==> config.mk <==
export PLATFORM = sky130hd
export DESIGN_NAME = otc_regs
export DESIGN_NICKNAME = d
export VERILOG_FILES = /design/src/inc/otc_pkg.sv /design/src/rtl/otc_cmp.sv /design/src/rtl/otc_regs.sv
export SDC_FILE = /design/constraint.sdc
export NUM_CORES = 1
export LEC_CHECK = 0
export BUFFER_PORTS_ARGS = -buffer_cell sky130_fd_sc_hd__clkbuf_2
export CAP_MARGIN = 5
export CORE_AREA = 5 5 79 81
export CTS_CLUSTER_DIAMETER = 80
export DETAILED_ROUTE_END_ITERATION = 6
export DIE_AREA = 0 0 84 86
export PLACE_DENSITY = 0.78
export REMOVE_ABC_BUFFERS = 1
export SYNTH_ARGS = -nofsm -noshare
export SYNTH_HDL_FRONTEND = slang
export SYNTH_SLANG_ARGS = --single-unit
==> constraint.sdc <==
create_clock -name ref_clk_i -period 1.6 [get_ports ref_clk_i]
set_input_delay 0.32 -clock ref_clk_i [delete_from_list [all_inputs] [get_ports ref_clk_i]]
set_output_delay 0.32 -clock ref_clk_i [all_outputs]
set_load 0.02 [all_outputs]
==> src/inc/otc_pkg.sv <==
// Purpose: shared constants and types for the overtemp config register bank
// Assumes: 8-bit register access port on the device's internal register bus
// Notes: temperatures are 8-bit raw codes in the selected format
package otc_pkg;
   localparam int OTC_AW = 8;
   localparam int OTC_DW = 8;
   localparam logic [7:0] OTC_FMT_ADDR = 8'h7C;
   localparam logic [7:0] OTC_PIN_ADDR = 8'h7D;
   localparam logic [7:0] OTC_FMT_RST = 8'h01;
   localparam logic [7:0] OTC_PIN_RST = 8'h00;
   // format register fields
   localparam int OTC_SIGNED_BIT = 0;
   localparam int OTC_OFSRNG_BIT = 1;
   localparam int OTC_CPU_EN_BIT = 4;
   localparam int OTC_REM1_EN_BIT = 5;
   localparam int OTC_LOCAL_EN_BIT = 6;
   localparam int OTC_REM2_EN_BIT = 7;
   // pin function register fields
   localparam int OTC_PINFN_LSB = 0;
   localparam int OTC_GDIS_BIT = 2;
   localparam int OTC_FANRSP_BIT = 3;
   localparam int OTC_BYP_LSB = 4;
   // limit codes meaning "disabled": -64 offset-64, -128 twos complement
   localparam logic [7:0] OTC_DIS_OFS64 = 8'h00;
   localparam logic [7:0] OTC_DIS_SIGNED = 8'h80;
   localparam logic [7:0] OTC_SIGN_FLIP = 8'h80;
   localparam logic [7:0] OTC_OFS64_BIAS = 8'h40;
   localparam int OTC_NCH = 4;

   typedef enum logic [1:0]
   {
      OTC_FN_FAN4_TACH = 2'b00,
      OTC_FN_OVERTEMP = 2'b01,
      OTC_FN_SMBALERT = 2'b10,
      OTC_FN_RESERVED = 2'b11
   } otc_pinfn_t;

   typedef struct packed
   {
      logic we;
      logic re;
      logic [7:0] addr;
      logic [7:0] wdata;
   } otc_req_t;

   // channel order: 0 cpu, 1 remote1, 2 local, 3 remote2
   typedef struct packed
   {
      logic [3:0][7:0] temp;
      logic [3:0][7:0] limit;
   } otc_temps_t;
endpackage

==> src/rtl/otc_cmp.sv <==
// Purpose: one channel's overtemperature compare in either number format
// Assumes: temp and limit are raw register codes, same format
// Notes: combinational; a disabled limit code never asserts
`timescale 1ns/1ps
module otc_cmp
   import otc_pkg::*;
(
   // format
   input wire logic signed_fmt_i,
   // operands
   input wire logic [7:0] temp_i,
   input wire logic [7:0] limit_i,
   // result
   output logic over_o
);
   logic [7:0] t_u;
   logic [7:0] l_u;
   logic dis;

   always_comb
   begin
      // map to unsigned ordering: flip sign for twos complement
      t_u = signed_fmt_i ? (temp_i ^ OTC_SIGN_FLIP) : temp_i; // RULE_01
      l_u = signed_fmt_i ? (limit_i ^ OTC_SIGN_FLIP) : limit_i; // RULE_01
      dis = signed_fmt_i ? (limit_i == OTC_DIS_SIGNED)
                         : (limit_i == OTC_DIS_OFS64); // RULE_09
      over_o = !dis && (t_u > l_u);
   end
endmodule

==> src/rtl/otc_regs.sv <==
// Purpose: lockable format/overtemp-enable and pin-function config registers
// Assumes: single-cycle register port from the serial bus front end
// Notes: also drives the open-drain overtemp pin and fan response
//
// Function
// (RULE_01) format bit picks twos complement or offset-64
// (RULE_02) offset range bit sets sensor offset step
// (RULE_03) cpu offset always one degree per step
// (RULE_04) bit 4 enables cpu overtemp pin assertion
// (RULE_05) bit 5 enables remote 1 overtemp assertion
// (RULE_06) bit 6 enables local overtemp assertion
// (RULE_07) bit 7 enables remote 2 overtemp assertion
// (RULE_08) disabled channels never drive the pin
// (RULE_09) minimum limit code disables a channel
// (RULE_10) host sets timer limit max for output
// (RULE_11) lock makes both registers read-only
// (RULE_12) pin function code selects shared pin use
// (RULE_13) global disable suppresses every channel's output; code gates only the overtemp pin, fan response still follows
// (RULE_14) fan response: full duty or per-fan maximum
// (RULE_15) bits 4-7 bypass voltage input attenuators
// (RULE_16) format register resets to 0x01
// (RULE_17) pin is OR of enabled, gated channels
`timescale 1ns/1ps
module otc_regs
   import otc_pkg::*;
(
   // clock and reset
   input wire logic ref_clk_i,
   input wire logic sys_rst_i,
   // register port
   input wire otc_req_t req_i,
   input wire logic lock_i,
   output logic [7:0] rdata_o,
   output logic rvalid_o,
   // temperatures and limits
   input wire otc_temps_t temps_i,
   // overtemp pin, open drain, active low on the wire
   input wire logic overtemp_pin_i,
   output logic overtemp_pin_o,
   output logic overtemp_pin_oe_n_o,
   output logic overtemp_timer_in_o,
   // configuration outputs
   output logic signed_format_select_o,
   output logic offset_half_step_o,
   output logic cpu_offset_full_step_o,
   output logic [1:0] pin_function_o,
   output logic fan4_speed_input_sel_o,
   output logic smbalert_sel_o,
   output logic fan_full_duty_o,
   output logic fan_max_duty_o,
   output logic [3:0] attenuator_bypass_o
);
   // ************************************************************
   // registers
   // ************************************************************
   logic [7:0] fmt_reg;
   logic [7:0] fmt_next;
   logic [7:0] pin_reg;
   logic [7:0] pin_next;
   logic [7:0] rdata_reg;
   logic [7:0] rdata_next;
   logic rvalid_reg;
   logic rvalid_next;
   logic [1:0] pin_s_reg;
   logic [1:0] pin_s_next;
   logic drive_reg;
   logic drive_next;
   logic over_any_reg;
   logic over_any_next;

   always_comb
   begin
      fmt_next = fmt_reg;
      pin_next = pin_reg;
      // writes after lock are dropped silently
      if (req_i.we && !lock_i) // RULE_11
      begin
         if (req_i.addr == OTC_FMT_ADDR)
         begin
            fmt_next = req_i.wdata;
         end
         if (req_i.addr == OTC_PIN_ADDR)
         begin
            pin_next = req_i.wdata;
         end
      end
      rvalid_next = req_i.re;
      rdata_next = rdata_reg;
      if (req_i.re)
      begin
         case (req_i.addr)
            OTC_FMT_ADDR: rdata_next = fmt_reg;
            OTC_PIN_ADDR: rdata_next = pin_reg;
            default: rdata_next = 8'h00;
         endcase
      end
   end

   always_ff @(posedge ref_clk_i)
   begin
      if (sys_rst_i)
      begin
         fmt_reg <= OTC_FMT_RST; // RULE_16
         pin_reg <= OTC_PIN_RST;
         rdata_reg <= 8'h00;
         rvalid_reg <= 1'b0;
      end
      else
      begin
         fmt_reg <= fmt_next;
         pin_reg <= pin_next;
         rdata_reg <= rdata_next;
         rvalid_reg <= rvalid_next;
      end
   end

   assign rdata_o = rdata_reg;
   assign rvalid_o = rvalid_reg;

   // ************************************************************
   // configuration decode
   // ************************************************************
   // format changes take effect on the next compare, no resync needed
   assign signed_format_select_o = fmt_reg[OTC_SIGNED_BIT]; // RULE_01
   assign offset_half_step_o = !fmt_reg[OTC_OFSRNG_BIT]; // RULE_02
   assign cpu_offset_full_step_o = 1'b1; // RULE_03
   assign pin_function_o = pin_reg[OTC_PINFN_LSB +: 2]; // RULE_12
   assign fan4_speed_input_sel_o =
      (pin_function_o == OTC_FN_FAN4_TACH); // RULE_12
   assign smbalert_sel_o = (pin_function_o == OTC_FN_SMBALERT); // RULE_12
   assign attenuator_bypass_o = pin_reg[OTC_BYP_LSB +: 4]; // RULE_15

   // ************************************************************
   // channel compares
   // ************************************************************
   logic [OTC_NCH-1:0] ch_en;
   logic [OTC_NCH-1:0] ch_over;
   logic gated;

   assign ch_en[0] = fmt_reg[OTC_CPU_EN_BIT]; // RULE_04
   assign ch_en[1] = fmt_reg[OTC_REM1_EN_BIT]; // RULE_05
   assign ch_en[2] = fmt_reg[OTC_LOCAL_EN_BIT]; // RULE_06
   assign ch_en[3] = fmt_reg[OTC_REM2_EN_BIT]; // RULE_07

   genvar g;
   generate
      for (g = 0; g < OTC_NCH; g++)
      begin : g_ch
         otc_cmp u_cmp
         (
            .signed_fmt_i(signed_format_select_o),
            .temp_i(temps_i.temp[g]),
            .limit_i(temps_i.limit[g]),
            .over_o(ch_over[g])
         );
      end
   endgenerate

   assign gated = !pin_reg[OTC_GDIS_BIT] &&
                  (pin_function_o == OTC_FN_OVERTEMP); // RULE_13

   always_comb
   begin
      drive_next = gated && |(ch_en & ch_over); // RULE_08 RULE_17
      // fan response follows any limit exceeded, enabled or not
      over_any_next = |ch_over; // RULE_14
      pin_s_next = {pin_s_reg[0], overtemp_pin_i};
   end

   always_ff @(posedge ref_clk_i)
   begin
      if (sys_rst_i)
      begin
         drive_reg <= 1'b0;
         over_any_reg <= 1'b0;
         pin_s_reg <= 2'b11;
      end
      else
      begin
         drive_reg <= drive_next;
         over_any_reg <= over_any_next;
         pin_s_reg <= pin_s_next;
      end
   end

   // open drain: pull low when asserting; timer always sees the wire
   assign overtemp_pin_o = 1'b0;
   assign overtemp_pin_oe_n_o = !drive_reg; // RULE_08
   // timer input counts every low on the wire, own drive included; host sets its limit
   // to maximum when the pin is used as an output
   assign overtemp_timer_in_o = !pin_s_reg[1]; // RULE_10
   assign fan_full_duty_o = over_any_reg &&
                            !pin_reg[OTC_FANRSP_BIT]; // RULE_14
   assign fan_max_duty_o = over_any_reg && pin_reg[OTC_FANRSP_BIT]; // RULE_14
endmodule

==> flow_summary.yaml, run 1 <==
run_status:
  status: "finished, violations left"
  violations: "negative setup slack"
setup_path:
  cpLargestDelayFamily: "compound AO/OA/AOI/OAI gates"
  path_cells: "buf_12 -> xnor2_4 -> ha_4 -> a21oi_2 -> o21ai_0 -> nor2_1 -> a21oi_2 -> nor2_1 -> a31oi_1"
  cp_max_fo: 5
  crit_slowest_cell: "dfxtp_4"
  crit_required_ns: 1.76
  crit_type: "reg -> reg"
  path_buf_inv: 1
  crit_path_end_kind: "flop"
  arrival_ns: 1.93
  r2r-start: "fmt_reg[0]"
  crit_path_max_incr_delay_ns: 0.37
  crit_path_start_kind: "flop"
  critPathLaunch: "fmt_reg[0]"
sta:
  clock_skew_ns: 0.005218
  hold_ws_ns: 0.2263
  hold_viol: 0
  fin_crit_sh_pct: 110.6
  setup_viol: 2
  maxSlewViolCount: 0
  fin_crit_ns: 1.769
  rsz0062_at_grt: "yes"
  max_freq_mhz: 565.2
  setup_ws_ns: -0.1691
finish:
  final_nets: 490
  synthToLayoutAreaGrowth_pct: 40.50
  design_area_um2: 3073
  fin_cells: 444
  drive_above_1_share_pct: 40.32
  multiInputGateArea_um2: 1510
  seq_area_um2: 584.3
  final.fill_count: 498
  num_antenna_cells: 0
logic_synthesis:
  synth_cell_types: 36
  synthTopCellsByCount: "inv_1, ha_1, dfxtp_1, nor2_1, mux2i_1"
  yosysTopAreaCellShare_pct: 26.54
  ys_async_sr_fraction_pct: 0
  synth.yosys.seq_area_share_pct: 26.54
  yosys.area.top_type: "dfxtp_1"
  synth-main-ff-cell: "dfxtp_1"
  synth_warnings: 0
  synthMostInstantiatedCell: "inv_1"
  syn_inst: 259
  synth_enable_flop_cells: 0
  synthTopCellsByArea: "dfxtp_1, ha_1, mux2i_1"
  synth_seq_cells: 29
  syn_area_per_cell_um2: 8.444
  syn_area_um2: 2187
detailed_routing:
  dr_total_vias: 2205
  vias_per_cell: 4.966
  drt-total-wl_um: 5939
  drc_errors: 0
  ant_nets: 0
  post_drt_wl_per_cell_um: 13.38
  first_iter_violations: 80
  dr.pass1.iters: 4
place:
  place.port_buffers: 108
  place_inst: 435
  placed_area_um2: 2806
  hpwl_um: 4963
  gp_congestion: 0.8020
cts:
  cts_tree: "built"
  clock-sinks: 29
  cts_made_buffers: 5
  worst_skew_pair.late_latency_ns: 0.28
  h-tree-depth: 2
  clk_pin_slew_ns: 0.06
  cts_root_buffer: "clkbuf_8"
  clock_path_buffers: 2
global_route:
  antenna_found_initial: 0
  grt_pass1_wl_um: 9798
  grt_max_degree: 29
  grt_usage_pct: 16.61
  grt_pass1_vias: 2274
  overflow: 0
power:
  power.total_w: 0.001811
  cellPowerDensity_nw_per_um2: 589.2
  max-vdd-ir-drop_uv: 299.8
  p_leak_nw: 1.558
floorplan:
  die_w_um: 84
  start_util_pct: 40.46
  core_region_area_um2: 5405
  ioPinCount: 111
  die_y_um: 86
  rows: 27
  die-area_um2: 7224
worst_hold_path:
  hold_class: "in -> reg"
  hold_start: "overtemp_pin_i"
job:
  drv_cap: 0
cell families after synthesis:
| kind of cell | after synthesis | synth area share, % |
|---|---|---|
| xor+xnor | 8 | 3.203 |
| other cells | 2 | 0.3434 |
| buf+inv | 50 | 11.04 |
| compound gates | 52 | 15.22 |
| fa+ha+maj | 32 | 18.31 |
| simple gates | 71 | 18.48 |
| flops | 29 | 26.54 |
| mux | 15 | 6.865 |
final cells by class:
class / instances / share of cell area (%)
tap: 72 / 2.932
timing repair buffer: 122 / 21.95
inverter: 34 / 4.153
multi-input combinational: 180 / 49.14
clock buffer: 7 / 2.809
sequential: 29 / 19.01
per-stage QoR:
stage	setup TNS, ns	util [%]	setup slack, ns
finish	-0.3281	56.85	-0.1691
global route	-0.5388	56.85	-0.2780
CTS	-0.3508	55.74	-0.1820
detailed placement	-0.8695	51.92	-0.2744
global placement	-0.3510	51.92	-0.1761
floorplan	-2.227	-	-0.3075
power breakdown:
| group | switching (W) | leakage [nW] | internal (W) |
|---|---|---|---|
| registers | 0.00000893 | 0.236 | 0.000738 |
| clock network | 0.000245 | 0.0443 | 0.000340 |
| logic | 0.000245 | 1.28 | 0.000234 |
| total | 0.000499 | 1.56 | 0.00131 |
final timing paths:
check | endpoint | slack (ns) | cells after the start
max | over_any_reg | -0.17 | 9
min | pin_s_reg[0] | 0.23 | 2
max reg2reg | over_any_reg | -0.17 | 9
min reg2reg | pin_s_reg[1] | 0.41 | 1
routing by layer:
metal / track usage [%] / up-vias / wire length (µm)
met5: 0 / - / 0
met4: 4.532 / 0 / 93
met3: 5.379 / 9 / 487
met2: 31.02 / 87 / 3017
met1: 18.00 / 980 / 2340
li1: - / 1129 / -
placed cells by master, fill, tap and decap left out, types with 7 or more instances in the layout:
cell / n
clkbuf_2: 108
inv_1: 34
nor2_1: 29
ha_1: 29
dfxtp_1: 28
mux2i_1: 15
buf_4: 11
a21oi_1: 10
a22oi_1: 8
a211oi_1: 8
nand4_1: 8
nor2b_1: 7
repair_timing:
item / CTS / global route
pin swaps: 18 / 8
resized for setup: 17 / 7
hold buffers: 0 / 0
setup buffers: 1 / 1
endpoints found under the setup margin: 2 / 2
gates cloned: 0 / 0
endpoints found under the hold margin: 0 / 0
Note: power is estimated with default switching activity, not from simulation.
==> run 2, diff against run 1 <==
--- a/config.mk
+++ b/config.mk
@@ -13,6 +13,7 @@
 export DIE_AREA = 0 0 84 86
 export PLACE_DENSITY = 0.78
 export REMOVE_ABC_BUFFERS = 1
+export SKIP_CTS_REPAIR_TIMING = 1
 export SYNTH_ARGS = -nofsm -noshare
 export SYNTH_HDL_FRONTEND = slang
 export SYNTH_SLANG_ARGS = --single-unit
==> flow_summary.yaml, run 2 (synthesis gave the netlist of run 1 again) <==
global_route:
  grt_max_degree: 29
  antenna_found_initial: 0
  overflow: 0
  grt_pass1_wl_um: 9591
  grt_pass1_vias: 2243
  grt_usage_pct: 16.17
worst_hold_path:
  hold_class: "in -> reg"
  holdPathStages: 2
setup_path:
  rr_worst_depth: 9
  crit_path_start_kind: "flop"
  crit_path_end_kind: "flop"
  cp_max_fo: 5
  crit_path_max_incr_delay_ns: 0.36
  crit_required_ns: 1.81
  crit_slowest_cell: "dfxtp_4"
  crit_type: "reg -> reg"
  path_cells: "buf_6 -> xor2_1 -> ha_1 -> nand2_1 -> o211ai_1 -> o211ai_1 -> a21oi_2 -> nand2_1 -> a31oi_1"
  arrival_ns: 2.01
sta:
  setup_ws_ns: -0.2012
  clock_skew_ns: 0.004094
  maxSlewViolCount: 0
  fin_crit_sh_pct: 112.6
  setup_viol: 2
  hold_viol: 0
  finalSetupTns_ns: -0.3793
  max_freq_mhz: 555.2
  fin_crit_ns: 1.801
  rsz0062_at_grt: "yes"
run_status:
  status: "finished, violations left"
  violations: "negative setup slack"
cts:
  clock_path_buffers: 2
  cts_made_buffers: 5
  clk_pin_slew_ns: 0.06
  worst_skew_pair.late_latency_ns: 0.28
  clock-sinks: 29
  cts_root_buffer: "clkbuf_8"
  cts_tree: "built"
  h-tree-depth: 2
finish:
  final_nets: 489
  design_area_um2: 2983
  drive_above_1_share_pct: 39.08
  synthToLayoutAreaGrowth_pct: 36.38
  final_cell_mix: "clkbuf_2, inv_1, ha_1"
  num_antenna_cells: 0
  fin_cells: 443
  layout_commonest_cell: "clkbuf_2"
  final.fill_count: 501
  multiInputGateArea_um2: 1436
  seq_area_um2: 584.3
place:
  hpwl_um: 4963
  post-place-ws_ns: -0.2744
  placed_area_um2: 2806
  place.port_buffers: 108
  gp_congestion: 0.8020
  place_inst: 435
floorplan:
  die-area_um2: 7224
  start_util_pct: 40.46
  die_w_um: 84
  die_y_um: 86
  core_region_area_um2: 5405
  rows: 27
  ioPinCount: 111
detailed_routing:
  ant_nets: 0
  drt-total-wl_um: 5822
  drc_errors: 0
  dr.pass1.iters: 4
  dr_total_vias: 2171
  vias_per_cell: 4.901
  post_drt_wl_per_cell_um: 13.14
  first_iter_violations: 70
job:
  drv_cap: 0
power:
  power.total_w: 0.001787
  max-vdd-ir-drop_uv: 300.5
  p_leak_nw: 1.539
  cellPowerDensity_nw_per_um2: 599.2
## run 2: final cells by class
| cell class | count | area share [%] |
|---|---|---|
| multi-input combinational | 180 | 48.15 |
| timing repair buffer | 121 | 22.06 |
| sequential | 29 | 19.59 |
| inverter | 34 | 4.279 |
| tap | 72 | 3.020 |
| clock buffer | 7 | 2.894 |
## run 2: worst max-delay path, delay by kind of cell (launching register included)
kind                     cells  cell delay [ns]
buffers and inverters        1             0.14
adder cells (fa/ha/maj)      1             0.33
AND/OR/NAND/NOR              2             0.15
flip-flops                   1             0.36
AO/OA/AOI/OAI                4             0.60
XOR/XNOR                     1             0.16
## run 2: path summary, 6_finish.rpt
| check | to | slack, ns | startpoint |
|---|---|---|---|
| setup / recovery | drive_reg | -0.20 | fmt_reg[0] |
| hold / removal | pin_s_reg[0] | 0.23 | overtemp_pin_i |
| setup reg to reg | drive_reg | -0.20 | fmt_reg[0] |
| hold reg to reg | pin_s_reg[1] | 0.41 | pin_s_reg[0] |
## run 2: per-layer routing
metal,up-vias,global-route usage [%],routed length (µm)
met3,10,5.379,439
met4,0,4.532,112
met1,959,17.71,2372
li1,1125,-,-
met2,77,29.79,2897
met5,-,0,0
## run 2: through the flow
stage | utilization [%] | hold WS [ns]
6_report | 55.19 | 0.2266
5_1_grt | 55.19 | 0.2294
4_1_cts | 53.52 | 0.2176
3_5_place_dp | 51.92 | 0.3974
3_3_place_gp | 51.92 | 0.3918
2_1_floorplan | - | 0.3894
## run 2: power breakdown
part	internal [W]	switching (W)
Clock	0.000340	0.000243
Combinational	0.000221	0.000236
Sequential	0.000738	0.00000888
Total	0.00130	0.000488
